### config.mk
export PLATFORM = sky130hd
export DESIGN_NAME = srh_top
export DESIGN_NICKNAME = d
export VERILOG_FILES = /design/src/design/srh_pkg.sv /design/src/design/srh_top.sv
export SDC_FILE = /design/constraint.sdc
export NUM_CORES = 1
export LEC_CHECK = 0
export ABC_AREA = 1
export BUFFER_PORTS_ARGS = -buffer_cell sky130_fd_sc_hd__buf_2
export CAP_MARGIN = 30
export CORE_MARGIN = 1.5
export CORE_UTILIZATION = 40
export DETAILED_ROUTE_END_ITERATION = 12
export GPL_TIMING_DRIVEN = 0
export HOLD_SLACK_MARGIN = 0.05
export PLACE_DENSITY_LB_ADDON = 0.3
export SYNTH_ARGS = -nofsm -noshare
export SYNTH_HDL_FRONTEND = slang
export SYNTH_SLANG_ARGS = --single-unit
### constraint.sdc
create_clock -name i_clk -period 2.8 [get_ports i_clk]
set_clock_uncertainty 0.2 [all_clocks]
set_input_delay 0.14 -clock i_clk [delete_from_list [all_inputs] [get_ports i_clk]]
set_output_delay 0.14 -clock i_clk [all_outputs]
set_load 0.02 [all_outputs]
### src/design/srh_pkg.sv
// constants, field layouts and carrier types of the sense and release handler
// assumes one 50 MHz clock domain and a 32-bit AXI4-Lite register bus
package srh_pkg;
    // ----
    // command decoding
    // ----
    localparam logic [7:0] OP_RELEASE = 8'h17;
    localparam logic [7:0] OP_SENSE = 8'h03;
    localparam int CDB_LUN_LSB = 5;
    localparam int CDB_ON_BEHALF_BIT = 4;
    localparam int CDB_ON_BEHALF_ID_LSB = 1;
    localparam int CDB_ELEMENT_BIT = 0;
    localparam int NUM_SLOTS = 9;
    localparam logic [3:0] SHARED_SLOT = 4'h8;
    localparam int NUM_RESV = 8;

    // ----
    // sense record layout and values
    // ----
    localparam logic [5:0] SENSE_LEN = 6'h12;
    localparam logic [7:0] RESP_CURRENT = 8'h70;
    localparam logic [7:0] RESP_NONE = 8'h00;
    localparam logic [7:0] ADD_SENSE_LEN = 8'h0a;
    localparam logic [3:0] KEY_NONE = 4'h0;
    localparam logic [3:0] KEY_ILLEGAL = 4'h5;
    localparam logic [3:0] KEY_ABORTED = 4'hb;
    localparam logic [7:0] CODE_NO_LUN = 8'h25;
    localparam logic [7:0] CODE_ZERO = 8'h00;
    localparam logic [7:0] FILL_ZERO = 8'h00;
    localparam logic [7:0] FILL_SPACE = 8'h20;
    localparam logic [5:0] SB_RESP = 6'h00;
    localparam logic [5:0] SB_KEY = 6'h02;
    localparam logic [5:0] SB_ADD_LEN = 6'h07;
    localparam logic [5:0] SB_CODE = 6'h0c;
    localparam logic [5:0] SB_QUAL = 6'h0d;
    localparam logic [5:0] SB_SKS0 = 6'h0f;
    localparam logic [5:0] SB_SKS1 = 6'h10;
    localparam logic [5:0] SB_SKS2 = 6'h11;
    localparam logic [7:0] STATUS_GOOD = 8'h00;

    // ----
    // register map
    // ----
    localparam logic [7:0] ADDR_CTRL = 8'h00;
    localparam logic [7:0] ADDR_SERIAL_CFG = 8'h04;
    localparam logic [7:0] ADDR_SERIAL0 = 8'h08;
    localparam logic [7:0] ADDR_SERIAL3 = 8'h14;
    localparam logic [7:0] ADDR_RESV = 8'h18;
    localparam logic [7:0] ADDR_STATUS = 8'h1c;
    localparam int CTRL_LUN_LSB = 0;
    localparam int CTRL_FILL_BIT = 8;
    localparam int SER_LEN_LSB = 0;
    localparam int SER_WIDTH_LSB = 8;
    localparam int RESV_IDX_LSB = 0;
    localparam int RESV_OWNER_LSB = 3;
    localparam int RESV_OB_BIT = 6;
    localparam int RESV_OB_ID_LSB = 7;
    localparam int RESV_VALID_BIT = 15;
    localparam int STAT_BUSY_BIT = 16;
    localparam logic [1:0] AXI_OKAY = 2'b00;
    localparam logic [1:0] AXI_SLVERR = 2'b10;

    // ----
    // carrier types
    // ----
    typedef struct packed {
        logic [7:0] opcode;
        logic [7:0] byte1;
        logic [7:0] byte2;
        logic [7:0] alloc_len;
        logic [2:0] initiator;
        logic id_known;
    } srh_cmd_t;

    typedef struct packed {
        logic cd;
        logic bpv;
        logic [2:0] bit_ptr;
        logic [15:0] field_ptr;
    } srh_sks_t;

    typedef struct packed {
        logic pending;
        logic [3:0] key;
        logic [7:0] additional_code;
        logic [7:0] additional_qualifier;
        srh_sks_t sks;
    } srh_sense_t;

    typedef struct packed {
        logic [3:0] key;
        logic [7:0] additional_code;
        logic [7:0] additional_qualifier;
        srh_sks_t sks;
        logic [2:0] initiator;
        logic id_known;
    } srh_err_t;

    typedef struct packed {
        logic valid;
        logic [2:0] owner;
        logic on_behalf_flag;
        logic [2:0] on_behalf_id;
    } srh_resv_t;

    typedef enum logic [1:0] {
        ST_IDLE = 2'b00,
        ST_SENSE = 2'b01,
        ST_SERIAL = 2'b10,
        ST_STATUS = 2'b11
    } srh_state_t;
endpackage

### src/design/srh_top.sv
// sense and release handler: release and sense commands, per-initiator sense
// records, sense byte stream and drive serial field filler
// assumes a protocol engine that hands over decoded command blocks, reports
// errors per initiator and drains the byte stream; registers over AXI4-Lite
//
// Contract
// - opcode 17h releases only issuer's own reservations
// - releasing unreserved elements raises no error
// - on-behalf bit releases for named device
// - element bit 0 all, 1 one reservation
// - opcode 03h returns requester's stored sense record
// - eight independent records indexed by selection identity
// - next command or resets clear records
// - unidentified initiators share one sense slot
// - check condition or bus-free error makes sense
// - wrong unit returns key 5, 25h, 00h
// - nothing pending returns key 0, 00h, 00h
// - latest error overwrites earlier stored sense
// - eighteen byte record, zero length sends nothing
// - send smaller of allocation and available bytes
// - response code 70h when pending, else 0
// - valid bit and information field always zero
// - serial left justified, fill 00h or 20h
// - every descriptor serial field has common width
// - additional length byte always reads 0Ah
// - key specific valid only for illegal request
// - aborted command reported with sense key 11
`timescale 1ns/1ps
module srh_top (
    // clock and reset
    input wire logic i_clk,
    input wire logic i_rst_n,
    // command block from the protocol engine
    input wire logic i_cmd_valid,
    input wire srh_pkg::srh_cmd_t i_cmd,
    output logic o_cmd_ready,
    // command completion
    output logic o_status_valid,
    output logic [7:0] o_status,
    // error reports raised while a command runs
    input wire logic i_err_valid,
    input wire srh_pkg::srh_err_t i_err,
    // unexpected bus-free termination
    input wire logic i_bus_free_valid,
    input wire logic [2:0] i_bus_free_initiator,
    input wire logic i_bus_free_id_known,
    // resets: message from logic, bus reset from the pin
    input wire logic i_device_reset_msg,
    input wire logic i_bus_reset,
    // serial field request for an element descriptor
    input wire logic i_desc_start,
    output logic o_desc_ready,
    // outgoing byte stream
    output logic o_byte_valid,
    output logic [7:0] o_byte_data,
    output logic o_byte_last,
    input wire logic i_byte_ready,
    // AXI4-Lite slave
    input wire logic [7:0] s_axi_awaddr,
    input wire logic s_axi_awvalid,
    output logic s_axi_awready,
    input wire logic [31:0] s_axi_wdata,
    input wire logic [3:0] s_axi_wstrb,
    input wire logic s_axi_wvalid,
    output logic s_axi_wready,
    output logic [1:0] s_axi_bresp,
    output logic s_axi_bvalid,
    input wire logic s_axi_bready,
    input wire logic [7:0] s_axi_araddr,
    input wire logic s_axi_arvalid,
    output logic s_axi_arready,
    output logic [31:0] s_axi_rdata,
    output logic [1:0] s_axi_rresp,
    output logic s_axi_rvalid,
    input wire logic s_axi_rready
);
    import srh_pkg::*;

    // ----
    // functions
    // ----
    // unidentified initiators all land in the shared slot
    function automatic logic [3:0] slot_of(input logic [2:0] id, input logic known);
        slot_of = known ? {1'b0, id} : SHARED_SLOT;
    endfunction

    function automatic logic [31:0] merge_strb(input logic [31:0] old, input logic [31:0] wd,
                                               input logic [3:0] strb);
        logic [31:0] r;
        r = old;
        for (int b = 0; b < 4; b++) begin
            if (strb[b]) begin
                r[b*8 +: 8] = wd[b*8 +: 8];
            end
        end
        merge_strb = r;
    endfunction

    function automatic logic [7:0] sense_byte(input srh_sense_t s, input logic [5:0] idx);
        logic [7:0] r;
        r = 8'h00;
        case (idx)
            SB_RESP: r = s.pending ? RESP_CURRENT : RESP_NONE;
            SB_KEY: r = {4'h0, s.key};
            SB_ADD_LEN: r = ADD_SENSE_LEN;
            SB_CODE: r = s.additional_code;
            SB_QUAL: r = s.additional_qualifier;
            SB_SKS0: r = {(s.key == KEY_ILLEGAL), s.sks.cd, 2'b00, s.sks.bpv, s.sks.bit_ptr};
            SB_SKS1: r = s.sks.field_ptr[15:8];
            SB_SKS2: r = s.sks.field_ptr[7:0];
            default: r = 8'h00;
        endcase
        sense_byte = r;
    endfunction

    // ----
    // declarations
    // ----
    srh_state_t state;
    srh_sense_t sense_mem [NUM_SLOTS];
    srh_sense_t snap;
    srh_resv_t resv [NUM_RESV];
    logic [31:0] ctrl_reg;
    logic [31:0] serial_cfg;
    logic [31:0] serial_buf [4];
    logic [5:0] idx;
    logic [5:0] total;
    logic bus_rst_s1, bus_rst_s2, bus_rst_s3, bus_rst_lvl;
    logic cmd_take, desc_take, byte_take, wr_take, rd_take;
    logic is_sense, is_release, wrong_lun, clear_all;
    logic [3:0] cmd_slot;
    logic [2:0] cfg_lun;
    logic [5:0] ser_len, ser_width;
    logic [5:0] next_total;
    logic [7:0] fill_byte;
    srh_sense_t next_snap;

    assign cfg_lun = ctrl_reg[CTRL_LUN_LSB +: 3];
    assign ser_len = {1'b0, serial_cfg[SER_LEN_LSB +: 5]};
    assign ser_width = serial_cfg[SER_WIDTH_LSB +: 6];
    assign fill_byte = ctrl_reg[CTRL_FILL_BIT] ? FILL_SPACE : FILL_ZERO;

    function automatic logic [7:0] serial_byte(input logic [5:0] i);
        logic [7:0] r;
        r = fill_byte;
        if (i < ser_len) begin
            r = serial_buf[i[3:2]][i[1:0]*8 +: 8];
        end
        serial_byte = r;
    endfunction

    // ----
    // bus reset pin synchroniser
    // ----
    // level moves only when stages two and three agree
    always_ff @(posedge i_clk or negedge i_rst_n) begin
        if (!i_rst_n) begin
            bus_rst_s1 <= 1'b0;
            bus_rst_s2 <= 1'b0;
            bus_rst_s3 <= 1'b0;
            bus_rst_lvl <= 1'b0;
        end else begin
            bus_rst_s1 <= i_bus_reset;
            bus_rst_s2 <= bus_rst_s1;
            bus_rst_s3 <= bus_rst_s2;
            if (bus_rst_s2 == bus_rst_s3) begin
                bus_rst_lvl <= bus_rst_s3;
            end
        end
    end

    // ----
    // command decode
    // ----
    assign o_cmd_ready = (state == ST_IDLE);
    assign o_desc_ready = (state == ST_IDLE) && !i_cmd_valid;
    assign cmd_take = i_cmd_valid && o_cmd_ready;
    assign desc_take = i_desc_start && o_desc_ready;
    assign byte_take = o_byte_valid && i_byte_ready;
    assign is_sense = (i_cmd.opcode == OP_SENSE);
    assign is_release = (i_cmd.opcode == OP_RELEASE);
    assign wrong_lun = (i_cmd.byte1[CDB_LUN_LSB +: 3] != cfg_lun);
    assign cmd_slot = slot_of(i_cmd.initiator, i_cmd.id_known);
    assign clear_all = i_device_reset_msg || bus_rst_lvl;
    // bytes sent are the smaller of request and record
    assign next_total = (i_cmd.alloc_len < {2'b00, SENSE_LEN}) ? i_cmd.alloc_len[5:0] : SENSE_LEN;

    // record returned for a sense request, chosen at acceptance
    always_comb begin
        next_snap = '0;
        if (wrong_lun) begin
            next_snap.pending = 1'b1;
            next_snap.key = KEY_ILLEGAL;
            next_snap.additional_code = CODE_NO_LUN;
            next_snap.additional_qualifier = CODE_ZERO;
        end else if (sense_mem[cmd_slot].pending) begin
            next_snap = sense_mem[cmd_slot];
        end
    end

    // ----
    // sense records
    // ----
    // clears first, new events last, so an event in
    // the clearing cycle survives
    always_ff @(posedge i_clk or negedge i_rst_n) begin
        if (!i_rst_n) begin
            for (int s = 0; s < NUM_SLOTS; s++) begin
                sense_mem[s] <= '0;
            end
        end else begin
            if (clear_all) begin
                for (int s = 0; s < NUM_SLOTS; s++) begin
                    sense_mem[s] <= '0;
                end
            end
            // a sense request to a foreign unit leaves the real record alone
            if (cmd_take && !(is_sense && wrong_lun)) begin
                sense_mem[cmd_slot] <= '0;
            end
            if (i_bus_free_valid) begin
                sense_mem[slot_of(i_bus_free_initiator, i_bus_free_id_known)] <=
                    '{pending: 1'b1, key: KEY_ABORTED, additional_code: CODE_ZERO,
                      additional_qualifier: CODE_ZERO, sks: '0};
            end
            if (i_err_valid) begin
                sense_mem[slot_of(i_err.initiator, i_err.id_known)] <=
                    '{pending: 1'b1, key: i_err.key, additional_code: i_err.additional_code,
                      additional_qualifier: i_err.additional_qualifier, sks: i_err.sks};
            end
        end
    end

    // ----
    // reservation table
    // ----
    always_ff @(posedge i_clk or negedge i_rst_n) begin
        if (!i_rst_n) begin
            for (int r = 0; r < NUM_RESV; r++) begin
                resv[r] <= '0;
            end
        end else begin
            if (cmd_take && is_release && !wrong_lun) begin
                for (int r = 0; r < NUM_RESV; r++) begin
                    // own entries only; on-behalf ones only for the named device
                    if (resv[r].valid && resv[r].owner == i_cmd.initiator && i_cmd.id_known
                        && resv[r].on_behalf_flag == i_cmd.byte1[CDB_ON_BEHALF_BIT]
                        && (!i_cmd.byte1[CDB_ON_BEHALF_BIT]
                            || resv[r].on_behalf_id == i_cmd.byte1[CDB_ON_BEHALF_ID_LSB +: 3])
                        && (!i_cmd.byte1[CDB_ELEMENT_BIT] || i_cmd.byte2 == 8'(r))) begin
                        resv[r].valid <= 1'b0;
                    end
                end
            end
            if (wr_take && s_axi_awaddr == ADDR_RESV) begin
                resv[s_axi_wdata[RESV_IDX_LSB +: 3]] <= '{valid: s_axi_wdata[RESV_VALID_BIT],
                    owner: s_axi_wdata[RESV_OWNER_LSB +: 3], on_behalf_flag: s_axi_wdata[RESV_OB_BIT],
                    on_behalf_id: s_axi_wdata[RESV_OB_ID_LSB +: 3]};
            end
        end
    end

    // ----
    // sequencer
    // ----
    // status leaves one cycle after the last byte is taken, or one cycle after the record update at acceptance when no bytes are sent
    always_ff @(posedge i_clk or negedge i_rst_n) begin
        if (!i_rst_n) begin
            state <= ST_IDLE;
        end else begin
            case (state)
                ST_IDLE: begin
                    if (cmd_take && is_sense) begin
                        state <= (next_total == 6'h00) ? ST_STATUS : ST_SENSE;
                    end else if (cmd_take && is_release) begin
                        state <= ST_STATUS;
                    end else if (desc_take && ser_width != 6'h00) begin
                        state <= ST_SERIAL;
                    end
                end
                ST_SENSE: begin
                    if (byte_take && o_byte_last) begin
                        state <= ST_STATUS;
                    end
                end
                ST_SERIAL: begin
                    if (byte_take && o_byte_last) begin
                        state <= ST_IDLE;
                    end
                end
                ST_STATUS: state <= ST_IDLE;
                default: state <= ST_IDLE;
            endcase
        end
    end

    // good status; errors in the sense path itself are not reported here
    always_ff @(posedge i_clk or negedge i_rst_n) begin
        if (!i_rst_n) begin
            o_status_valid <= 1'b0;
            o_status <= STATUS_GOOD;
        end else begin
            o_status_valid <= (state == ST_STATUS);
            o_status <= STATUS_GOOD;
        end
    end

    // ----
    // byte stream
    // ----
    always_ff @(posedge i_clk or negedge i_rst_n) begin
        if (!i_rst_n) begin
            snap <= '0;
            idx <= 6'h00;
            total <= 6'h00;
            o_byte_valid <= 1'b0;
            o_byte_data <= 8'h00;
            o_byte_last <= 1'b0;
        end else begin
            if (cmd_take && is_sense && next_total != 6'h00) begin
                snap <= next_snap;
                idx <= 6'h00;
                total <= next_total;
                o_byte_valid <= 1'b1;
                o_byte_data <= sense_byte(next_snap, 6'h00);
                o_byte_last <= (next_total == 6'h01);
            end else if (desc_take && ser_width != 6'h00) begin
                idx <= 6'h00;
                total <= ser_width;
                o_byte_valid <= 1'b1;
                o_byte_data <= serial_byte(6'h00);
                o_byte_last <= (ser_width == 6'h01);
            end else if (byte_take) begin
                if (o_byte_last) begin
                    o_byte_valid <= 1'b0;
                    o_byte_last <= 1'b0;
                end else begin
                    idx <= idx + 6'h01;
                    o_byte_data <= (state == ST_SENSE) ? sense_byte(snap, idx + 6'h01)
                                                       : serial_byte(idx + 6'h01);
                    o_byte_last <= (idx + 6'h02 == total);
                end
            end
        end
    end

    // ----
    // AXI4-Lite slave
    // ----
    // address and data are taken together; a lone channel waits for its mate
    assign s_axi_awready = s_axi_awvalid && s_axi_wvalid && !s_axi_bvalid;
    assign s_axi_wready = s_axi_awready;
    assign wr_take = s_axi_awready;
    assign s_axi_arready = !s_axi_rvalid;
    assign rd_take = s_axi_arvalid && s_axi_arready;

    // write side registers
    always_ff @(posedge i_clk or negedge i_rst_n) begin
        if (!i_rst_n) begin
            ctrl_reg <= 32'h0000_0000;
            serial_cfg <= 32'h0000_0000;
            for (int w = 0; w < 4; w++) begin
                serial_buf[w] <= 32'h0000_0000;
            end
        end else if (wr_take) begin
            if (s_axi_awaddr == ADDR_CTRL) begin
                ctrl_reg <= merge_strb(ctrl_reg, s_axi_wdata, s_axi_wstrb);
            end
            if (s_axi_awaddr == ADDR_SERIAL_CFG) begin
                serial_cfg <= merge_strb(serial_cfg, s_axi_wdata, s_axi_wstrb);
            end
            if (s_axi_awaddr >= ADDR_SERIAL0 && s_axi_awaddr <= ADDR_SERIAL3 && s_axi_awaddr[1:0] == 2'b00) begin
                serial_buf[2'(s_axi_awaddr[7:2] - 6'h02)] <=
                    merge_strb(serial_buf[2'(s_axi_awaddr[7:2] - 6'h02)], s_axi_wdata, s_axi_wstrb);
            end
        end
    end

    // write response
    always_ff @(posedge i_clk or negedge i_rst_n) begin
        if (!i_rst_n) begin
            s_axi_bvalid <= 1'b0;
            s_axi_bresp <= AXI_OKAY;
        end else if (wr_take) begin
            s_axi_bvalid <= 1'b1;
            s_axi_bresp <= (s_axi_awaddr[1:0] == 2'b00 && s_axi_awaddr <= ADDR_RESV) ? AXI_OKAY : AXI_SLVERR;
        end else if (s_axi_bready) begin
            s_axi_bvalid <= 1'b0;
        end
    end

    // read data; status and reservation views show live state
    always_ff @(posedge i_clk or negedge i_rst_n) begin
        if (!i_rst_n) begin
            s_axi_rvalid <= 1'b0;
            s_axi_rdata <= 32'h0000_0000;
            s_axi_rresp <= AXI_OKAY;
        end else if (rd_take) begin
            s_axi_rvalid <= 1'b1;
            s_axi_rresp <= AXI_OKAY;
            s_axi_rdata <= 32'h0000_0000;
            case (s_axi_araddr)
                ADDR_CTRL: s_axi_rdata <= {23'h0, ctrl_reg[CTRL_FILL_BIT], 5'h0, cfg_lun};
                ADDR_SERIAL_CFG: s_axi_rdata <= {18'h0, ser_width, 3'h0, ser_len[4:0]};
                8'h08, 8'h0c, 8'h10, ADDR_SERIAL3: s_axi_rdata <= serial_buf[2'(s_axi_araddr[7:2] - 6'h02)];
                ADDR_RESV: begin
                    for (int r = 0; r < NUM_RESV; r++) begin
                        s_axi_rdata[r] <= resv[r].valid;
                    end
                end
                ADDR_STATUS: begin
                    s_axi_rdata[STAT_BUSY_BIT] <= (state != ST_IDLE);
                    for (int s = 0; s < NUM_SLOTS; s++) begin
                        s_axi_rdata[s] <= sense_mem[s].pending;
                    end
                end
                default: s_axi_rresp <= AXI_SLVERR;
            endcase
        end else if (s_axi_rready) begin
            s_axi_rvalid <= 1'b0;
        end
    end
endmodule

Word level (Yosys, flattened, before mapping) --
Index checks and enable logic that the tools add are counted.
Cells by class: add/sub/neg operators 4, magnitude comparators 18, eq/ne operators 62, shifts and indexed selects 1, muxes and demuxes 108, bitwise operators 12, reductions and logical operators 113
Operators by type and width (number):
- 2-to-1 mux 378 bit | 4
- demux 42 bit (select 4 bit) | 3
- AND 378 bit | 1
- bitwise mux 378 bit | 1
- inverter 378 bit | 1
- AND 342 bit | 1
- inverter 342 bit | 1
- 2-to-1 mux 42 bit | 6
- 2-to-1 mux 32 bit | 7
- binary-select mux 32 bit (select 2 bit) | 3
- binary-select mux 42 bit (select 4 bit) | 1
- 2-to-1 mux 8 bit | 20
- bitwise mux 128 bit | 1
- bitwise mux 64 bit | 1
- demux 32 bit (select 2 bit) | 1
- logical AND 1 bit | 64
- 2-to-1 mux 64 bit | 1
- one-hot mux 8 bit (8 select lines) | 1
- == test 3 bit | 16
- == test 8 x 3 -> 1 bit (second input constant) | 6
- == test 8 x 5 -> 1 bit (second input constant) | 6
- 2-to-1 mux 6 bit | 8
- 2-to-1 mux 21 bit | 2
- one-hot mux 8 bit (5 select lines) | 1
- other kinds (58) | 161
Storage, ports and cells: bits in registers 694, bits of input ports 151, output and inout bits 62, logic and storage cells 454

Depth between registers and ports, before layout --
Gate-level depths: netlist (run 1).
depth after elaboration 13, depth in mapped cells 18, depth with buffers taken out 16

Least setup slack after synthesis (run 1) --
Ideal clock, no wire load.
kind register -> register, start reg idx[0], end reg o_byte_data[5], setup time 0.120 ns, arrival time 2.466 ns, required time 2.480 ns, path slack 0.013 ns, cell stages (with the launch flop) 18, buffers on the path 2, clock period less this slack 2.787 ns, cells stage by stage dfrtp_1 -> buf_2 -> clkinv_1 -> clkbuf_1 -> ha_1 -> ha_1 -> nand2_1 -> nand2_1 -> nand2_1 -> nand2_1 -> nand2_1 -> nand2_1 -> a21boi_1 -> nand3_1 -> nand2_1 -> nand3_1 -> nand2_1 -> a21oi_1
Between the ends: longest elaborated chain between the ends 12, elaborated cells between the ends (all ways) 22, classes of those cells add/sub (1); order compare (1); eq/ne (7); shift (1); mux (10); bitwise (1); reduce/logical (1)
Ends and longest elaborated chain:
- start, declared | line srh_top.sv:126 | logic [5:0] idx;
- start signal, assigned | line srh_top.sv:338 | idx <= idx + 6'h01;
- adder 6 x 1 -> 6 bit * | line srh_top.sv:339, srh_top.sv:340
- inverter 2 -> 3 bit (not written as such) | line srh_top.sv:147 | r = serial_buf[i[3:2]][i[1:0]*8 +: 8];
- binary-select mux 32 bit (select 2 bit) | line srh_top.sv:147
- 2-to-1 mux 32 bit (not written as such) (2 in series) | line srh_top.sv:147
- indexed part select 32 x 6 -> 8 bit | line srh_top.sv:147
- 2-to-1 mux 8 bit | line srh_top.sv:146 | if (i < ser_len) begin
- 2-to-1 mux 8 bit * | line srh_top.sv:339 | o_byte_data <= (state == ST_SENSE) ? sense_byte(snap, idx + 6'h01)
- 2-to-1 mux 8 bit * | line srh_top.sv:334 | if (o_byte_last) begin
- 2-to-1 mux 8 bit * | line srh_top.sv:333 | end else if (byte_take) begin
- 2-to-1 mux 8 bit * | line srh_top.sv:327 | end else if (desc_take && ser_width != 6'h00) begin
- 2-to-1 mux 8 bit * | line srh_top.sv:320 | if (cmd_take && is_sense && next_total != 6'h00) begin
- end signal, assigned | line srh_top.sv:325 | o_byte_data <= sense_byte(next_snap, 6'h00);
- end signal, assigned | line srh_top.sv:331 | o_byte_data <= serial_byte(6'h00);
- end signal, assigned | line srh_top.sv:339
- end, declared | line srh_top.sv:55 | output logic [7:0] o_byte_data,
Mark *: on every way between the ends. The rest lies on a longest branch, timed or not. The select of a mux whose other input is x is not followed. A chain may end at the register's enable or synchronous reset.

Worst setup path in the final report (run 1) --
start in i_cmd[0] (netlist name), end reg snap[33] (netlist name)
Between the ends: longest elaborated chain between the ends 7
Ends and longest elaborated chain:
- start, declared | line srh_top.sv:35 | input wire srh_pkg::srh_cmd_t i_cmd,
- 2-to-1 mux 4 bit | line srh_top.sv:84 | slot_of = known ? {1'b0, id} : SHARED_SLOT;
- inverter 4 -> 5 bit (not written as such) | line srh_top.sv:196, srh_top.sv:197
- binary-select mux 42 bit (select 4 bit) | line srh_top.sv:196, srh_top.sv:197
- 2-to-1 mux 42 bit (not written as such) (2 in series) | line srh_top.sv:196, srh_top.sv:197
- 2-to-1 mux 42 bit | line srh_top.sv:196 | end else if (sense_mem[cmd_slot].pending) begin
- 2-to-1 mux 21 bit | line srh_top.sv:191 | if (wrong_lun) begin
- end signal, assigned | line srh_top.sv:321 | snap <= next_snap;
- end, declared | line srh_top.sv:121 | srh_sense_t snap;
No other way between the ends. The select of a mux whose other input is x is not followed.

==> qor.csv, run 1 <==
stage,metric,value,unit
final_layout,syn_to_final_growth,22.39,%
cts,cts_tree,done,
cts,hold_buffers,178,
route,vias,33380,
worst_hold_path,hold_path.class,in -> async,
placement,port_buffers,197,
worst_setup_path,crit_start,i_cmd[0],
timing,setup_viol,8,
timing,post-route-min-period,3031,ps
final_layout,nets,4590,
floorplanning,core.rowCount,106,
power_and_ir_drop,leakage,18.55,nW
yosys,yosys.area.top_type_share,0.5126,
final_layout,top_register,sense_mem,
cts,htree_levels,3,
yosys,synthFlopType,dfrtp_1,
global_routing,grt_max_degree,117,
timing,hold_ws,-145.5,ps
placement,place_area,36480,um2
global_routing,grtUsageTotal,0.3257,
cts,clk_pin_slew,60,ps
route,vias_per_cell,5.937,
timing,hold_viol_final,71,
cts,cts_buffer_depth,3,
floorplanning,core,83690,um2
timing,max_freq,330.0,MHz
route,drt_iter0_markers,3924,
timing,slew_headroom,0.2169,
worst_setup_path,r2r_start,idx[1],
yosys,synth_cell_types,61,
global_routing,grt_overflow,0,
power_and_ir_drop,powerDensity,561.8,nW/um2
route,route.detailed.drc,0,
placement,gp_congestion,1.003,
yosys,post-synth-top-count-cell,dfrtp_1,
timing,fin_setup_tns,-641.8,ps
cts,root_buffer,clkbuf_16,
yosys,yosys-top-cells-area,"dfrtp_1 (51%), o22ai_1 (7.6%), nand2_1 (6.3%)",
timing,fin_crit_sh,1.082,
power_and_ir_drop,ir_drop,462.6,uV
run_status,status,finished with violations,
floorplanning,initial_utilization,0.4037,
final_layout,reg_top3,"sense_mem (378), serial_buf (128), resv (64)",
run_status,failed_checks,"negative hold slack, negative setup slack",
route,wl_per_cell,25.23,um
final_layout,stdcell_area,41350,um2
floorplanning,die_h,293.6,um
global_routing,antenna_found_initial,4,
yosys,synth_top_area_cell,dfrtp_1,
worst_setup_path,cp_cell_sequence,"buf_2, nand2_1, clkinvlp_4, clkbuf_1, o221ai_1, o22ai_1, o21ai_0, o21ai_0",
yosys,ys_ff_latch,692,
worst_setup_path,cp.required,3080,ps
yosys,yosysWarnings,0,
yosys,synth_area,33780,um2
final_layout,fillers,8007,
yosys,netlist_instances,3919,
worst_setup_path,worst_path_largest_cell_delay,730,ps
worst_setup_path,cp-start-kind,input pin,
worst_setup_path,critPathMaxFanout,10,
cts,cts_made_buffers,77,
worst_setup_path,r2r_cells,16,
placement,hpwlAfterDp,98.43,mm
worst_setup_path,cp_data_arrival_time,3310,ps
worst_setup_path,cpMaxStageDelayCell,o21ai_0,
cts,clk_latency,650,ps
timing,maxSlewViolCount,0,
cts,cts_sinks,692,
global_routing,first_global_vias,32270,
run,max_cap_viol_count,0,
final_layout,layout-drive-gt1-share,0.1400,
yosys,synthArstFlopShare,1.000,
route,wirelength,141.9,mm
worst_setup_path,critPathKind,in -> reg,
final_layout,finalNonFillerCells,5622,
worst_setup_path,cpMostUsedCell,o21ai_0,
timing,worst_pin_slew,1175,ps
route,drtPass1Iterations,6,
worst_setup_path,endpoint_kind,flip-flop,
route,detail-route-antenna-nets,0,
floorplanning,io_pins,213,
floorplanning,die_w,293.6,um
yosys,syn_avg_cell_area,8.620,um2
floorplanning,die_area,86210,um2
placement,dp.cells,5272,
global_routing,grt_first_pass_wirelength,210.0,mm
timing,final.setup.worst_slack,-230.5,ps
yosys,synth_edf_count,0,
yosys,synthTopCellsByCount,"dfrtp_1 (692), nand2_1 (571), inv_1 (562)",
final_layout,largest_reg_flops,378,
yosys,yosysSeqAreaShare,0.5126,
final timing paths:
kind / slack, ps / to
worst min-delay path: -150 / s_axi_bvalid
worst max-delay path: -230 / snap[33]
worst max register to register: -40 / o_byte_data[3]
max in group asynchronous: 470 / sense_mem[222]
min in group i_clk: 40 / sense_mem[121]
worst min register to register: 170 / bus_rst_s2
metal layers:
metal / global-route usage / up-vias / share of wire
met5: 0 / - / 0.00019
met4: 0.2087 / 4 / 0.074
met3: 0.07251 / 541 / 0.099
met2: 0.5088 / 2094 / 0.45
met1: 0.4085 / 16230 / 0.38
li1: - / 14510 / -
placed cells by master (no fill, tap or decap), types with 14 or more instances in the layout:
| cell type | count |
|---|---|
| o21ai_1 | 50 |
| o21ai_0 | 346 |
| clkbuf_1 | 129 |
| a21oi_1 | 135 |
| o221ai_1 | 71 |
| inv_2 | 18 |
| dlygate4sd3_1 | 178 |
| nand3_1 | 187 |
| buf_6 | 14 |
| a41oi_1 | 14 |
| dfrtp_1 | 689 |
| xor2_1 | 15 |
| buf_2 | 264 |
| buf_4 | 68 |
| inv_1 | 560 |
| nand3_2 | 14 |
| o211ai_1 | 15 |
| mux2_2 | 31 |
| o22ai_1 | 409 |
| clkinv_1 | 41 |
| a221oi_1 | 29 |
| o32ai_1 | 14 |
| nand4_1 | 40 |
| a22oi_1 | 37 |
| nand2_1 | 562 |
| a31oi_1 | 26 |
| clkbuf_8 | 15 |
| clkbuf_16 | 77 |
| nor3_1 | 18 |
| nor2_1 | 184 |
| o2111ai_1 | 23 |
power breakdown:
part           leakage [nW]  switching [mW]  total (mW)  internal, mW
Clock                  1.18            4.42        10.0          5.62
Sequential             8.94           0.200        10.5          10.3
Combinational          8.44            1.92        2.72         0.802
Total                  18.6            6.54        23.2          16.7
repair_timing:
item | 4_1_cts | 5_1_grt
endpoints found under the setup margin | 233 | 212
endpoints found under the hold margin | 873 | 71
buffers inserted | 19 | 18
gates resized for setup | 39 | 75
pin swaps | 6 | 15
logic make-up after synthesis:
family | after synthesis | share of synthesized area
AO/OA/AOI/OAI | 1208 | 0.2195
AND/OR/NAND/NOR | 1074 | 0.1395
buffers and inverters | 868 | 0.1042
flip-flops | 692 | 0.5126
multiplexers | 41 | 0.01367
XOR/XNOR | 24 | 0.006445
adder cells (fa/ha/maj) | 11 | 0.004000
other | 1 | 0.0001110
worst max-delay path, delay by kind of cell:
kind / cells / cell delay, ps
AOI/OAI and AO/OA: 4 / 1290
buffers and inverters: 3 / 1270
and+or+nand+nor: 1 / 600
layout make-up:
type | count | area [um2] | share of cell area
Inverter | 625 | 2377 | 0.05750
Timing Repair Buffer | 425 | 3324 | 0.08040
Clock inverter | 20 | 202.7 | 0.004902
Antenna cell | 1 | 2.502 | 0.00006052
Clock buffer | 117 | 2227 | 0.05386
Multi-Input combinational cell | 2368 | 13240 | 0.3201
Buffer | 240 | 1239 | 0.02996
Sequential cell | 692 | 17320 | 0.4189
Tap cell | 1134 | 1419 | 0.03432
metrics by stage:
| stage | worst slack [ps] | total power, mW | hold WS (ps) | util |
|---|---|---|---|---|
| floorplan | 13.29 | 11.79 | -355.6 | - |
| global placement | -13810 | 13.03 | 59.53 | 0.4328 |
| detailed placement | -1328 | 13.08 | -59.40 | 0.4359 |
| CTS | 1.626 | 23.15 | -121.1 | 0.4899 |
| global route | -20.81 | 23.82 | -91.39 | 0.4940 |
| finish | -230.5 | 23.23 | -145.5 | 0.4941 |
No activity file was read; power rests on OpenSTA's default activity.
==> run 2: changes to the inputs <==
Clock period 2.8 ns to 2.7 ns, I/O delays scaled along.
==> run 2 against run 1 <==
- the run still ends with negative hold slack, negative setup slack left
- cell area is 0.51% higher
- first-iteration DRC count increased by 13%
- critical path depth did not move
- sequential share of layout area fell by 0.21 points
- routed wire length shrank 0.21%
==> qor.csv, run 2 (synthesis results as in run 1) <==
stage,metric,value,unit,change
cts,cts_tree,done,,unchanged
final_layout,fillers,8005,,was 8007
worst_setup_path,cp_data_arrival_time,3190,ps,was 3310 ps
worst_setup_path,cp.required,3040,ps,was 3080 ps
timing,fin_crit_sh,1.057,,
floorplanning,die_w,293.6,um,unchanged
global_routing,gr-usage-met1,0.4034,,was 0.4085
final_layout,largest_reg_flops,378,,unchanged
final_layout,reg_top3,"sense_mem (378), serial_buf (128), resv (64)",,unchanged
route,route.detailed.drc,0,,unchanged
timing,hold_viol_final,64,,was 71
timing,slew_headroom,0.2238,,was 0.2169
global_routing,first_global_vias,31860,,was 32270
floorplanning,core,83690,um2,unchanged
route,vias,33160,,was 33380
global_routing,use_met2,0.5012,,was 0.5088
worst_setup_path,cpMaxStageDelayCell,clkbuf_1,,was o21ai_0
worst_setup_path,reg2reg_setup_slack,30,ps,was -40 ps
worst_setup_path,endpoint_kind,flip-flop,,unchanged
timing,max_freq,350.5,MHz,
placement,place_area,36470,um2,was 36480 um2
floorplanning,io_pins,213,,unchanged
power_and_ir_drop,powerDensity,596.0,nW/um2,was 561.8 nW/um2
floorplanning,die_area,86210,um2,unchanged
timing,setup_viol,6,,was 8
worst_setup_path,cp_cell_sequence,"buf_2, nand2_1, clkinv_1, clkbuf_1, o221ai_1, o22ai_1, a21oi_1, o22ai_1",,"was buf_2, nand2_1, clkinvlp_4, clkbuf_1, o221ai_1, o22ai_1, o21ai_0, o21ai_0"
worst_setup_path,worst_path_largest_cell_delay,780,ps,was 730 ps
power_and_ir_drop,leakage,18.65,nW,was 18.55 nW
route,wl_per_cell,25.23,um,about the same
final_layout,nets,4578,,was 4590
timing,maxSlewViolCount,0,,unchanged
cts,clk_latency,640,ps,was 650 ps
floorplanning,core.rowCount,106,,unchanged
placement,port_buffers,197,,unchanged
worst_hold_path,hold_path.class,in -> async,,unchanged
cts,cts_made_buffers,77,,unchanged
cts,cts_buffer_depth,3,,unchanged
final_layout,fin_util,0.4966,,was 0.4941
run,max_cap_viol_count,0,,unchanged
route,drt_iter0_markers,4451,,was 3924
route,detail-route-antenna-nets,0,,unchanged
worst_setup_path,cp-start-kind,input pin,,unchanged
timing,final.setup.worst_slack,-153.2,ps,was -230.5 ps
final_layout,layout-drive-gt1-share,0.1463,,was 0.1400
route,drtPass1Iterations,6,,unchanged
run_status,status,finished with violations,,unchanged
cts,cts_sinks,692,,unchanged
cts,clk_pin_slew,60,ps,about the same
global_routing,grtUsageTotal,0.3235,,was 0.3257
worst_setup_path,cpMostUsedCell,o22ai_1,,was o21ai_0
cts,root_buffer,clkbuf_16,,unchanged
global_routing,grt_first_pass_wirelength,207.7,mm,was 210.0 mm
timing,post-route-min-period,2853,ps,
final_layout,layout_commonest_cell,dfrtp_1,,unchanged
final_layout,top_register,sense_mem,,unchanged
global_routing,met3_usage,0.09207,,was 0.07251
worst_setup_path,critPathKind,in -> reg,,unchanged
timing,worst_pin_slew,1164,ps,was 1175 ps
final_layout,multi_input_area,13350,um2,was 13240 um2
final_layout,stdcell_area,41560,um2,was 41350 um2
power_and_ir_drop,ir_drop,478.5,uV,was 462.6 uV
run_status,failed_checks,"negative hold slack, negative setup slack",,unchanged
final_layout,final_cell_mix,"dfrtp_1 (689), inv_1 (559), nand2_1 (554)",,"was dfrtp_1 (689), nand2_1 (562), inv_1 (560)"
timing,hold_ws,-127.7,ps,was -145.5 ps
worst_setup_path,critPathMaxFanout,10,,unchanged
global_routing,grt_overflow,0,,unchanged
global_routing,antenna_found_initial,4,,unchanged
final_layout,syn_to_final_growth,23.01,%,was 22.39%
final_layout,seq_area,17320,um2,unchanged
timing,rsz0062_at_grt,true,,
timing,fin_setup_tns,-399.1,ps,was -641.8 ps
route,wirelength,141.6,mm,was 141.9 mm
cts,htree_levels,3,,unchanged
global_routing,grt_max_degree,121,,was 117
placement,gp_congestion,1.024,,was 1.003
placement,hpwlAfterDp,96.77,mm,was 98.43 mm
global_routing,grt_busiest_layer,met2,,unchanged
floorplanning,die_h,293.6,um,unchanged
floorplanning,initial_utilization,0.4037,,unchanged
route,vias_per_cell,5.910,,was 5.937
[run 2: changes by cell type in the layout (fill, tap and decap cells not counted), sizes merged, moves of 3 or more]
cell and change:
bufinv +6, clkinv +5, dlygate4sd3 -6, clkbuf -10
buf -8, clkinvlp +3
[run 2: per-layer routing]
layer  wire length (um)  vias up
met5                 30        -
met1              53140    16060
met2              63040     2050
li1                   -    14510
met4               9797        4
met3              15550      538
[run 2: area by class of cell]
cell class              count  area share
inverters                 625     0.05738
diodes                      1  0.00006021
clock buffers             106     0.05368
repair buffers            412     0.07725
well taps                1134     0.03414
multi-input cells        2368      0.3213
clock inverters            32    0.009032
plain buffers             241     0.03038
flip-flops and latches    692      0.4168
[run 2: power breakdown]
group / internal [mW] / switching (mW) / total, mW / leakage (nW)
sequential: 10.6 / 0.207 / 10.9 / 8.94
clock: 6.47 / 4.60 / 11.1 / 1.27
combinational: 0.835 / 2.01 / 2.84 / 8.44
total: 18.0 / 6.82 / 24.8 / 18.7
[run 2: worst max-delay path: cells and delay by family]
kind            cells  cell delay, ps
compound gates      4             980
buf+inv             3            1540
simple gates        1             520
[run 2: what timing repair did]
item / 4_1_cts / 5_1_grt
hold endpoints to repair: 1095 / 65
buffers inserted: 18 / 11
resized for setup: 59 / 84
pin swaps: 12 / 21
endpoints found under the setup margin: 396 / 195
hold buffers: 172 / 1
[run 2: path summary, 6_finish.rpt]
check                      cells past startpoint  startpoint        endpoint
max in group asynchronous                      5     i_rst_n  sense_mem[307]
min                                            2     i_rst_n    s_axi_bvalid
min reg2reg                                    0  bus_rst_s1      bus_rst_s2
max                                            8    i_cmd[0]        snap[30]
max reg2reg                                   16      idx[1]  o_byte_data[3]
min in group i_clk                             6   i_cmd[29]        state[0]
[run 2: per-stage QoR]
step	power, mW	setup WS, ps	cells
after floorplan	12.23	31.04	3928
after global placement	13.51	-13950	5259
after detailed placement	13.55	-1201	5271
after CTS	24.65	-31.55	5599
after global routing	25.37	-44.90	5610
final	24.77	-153.2	5611
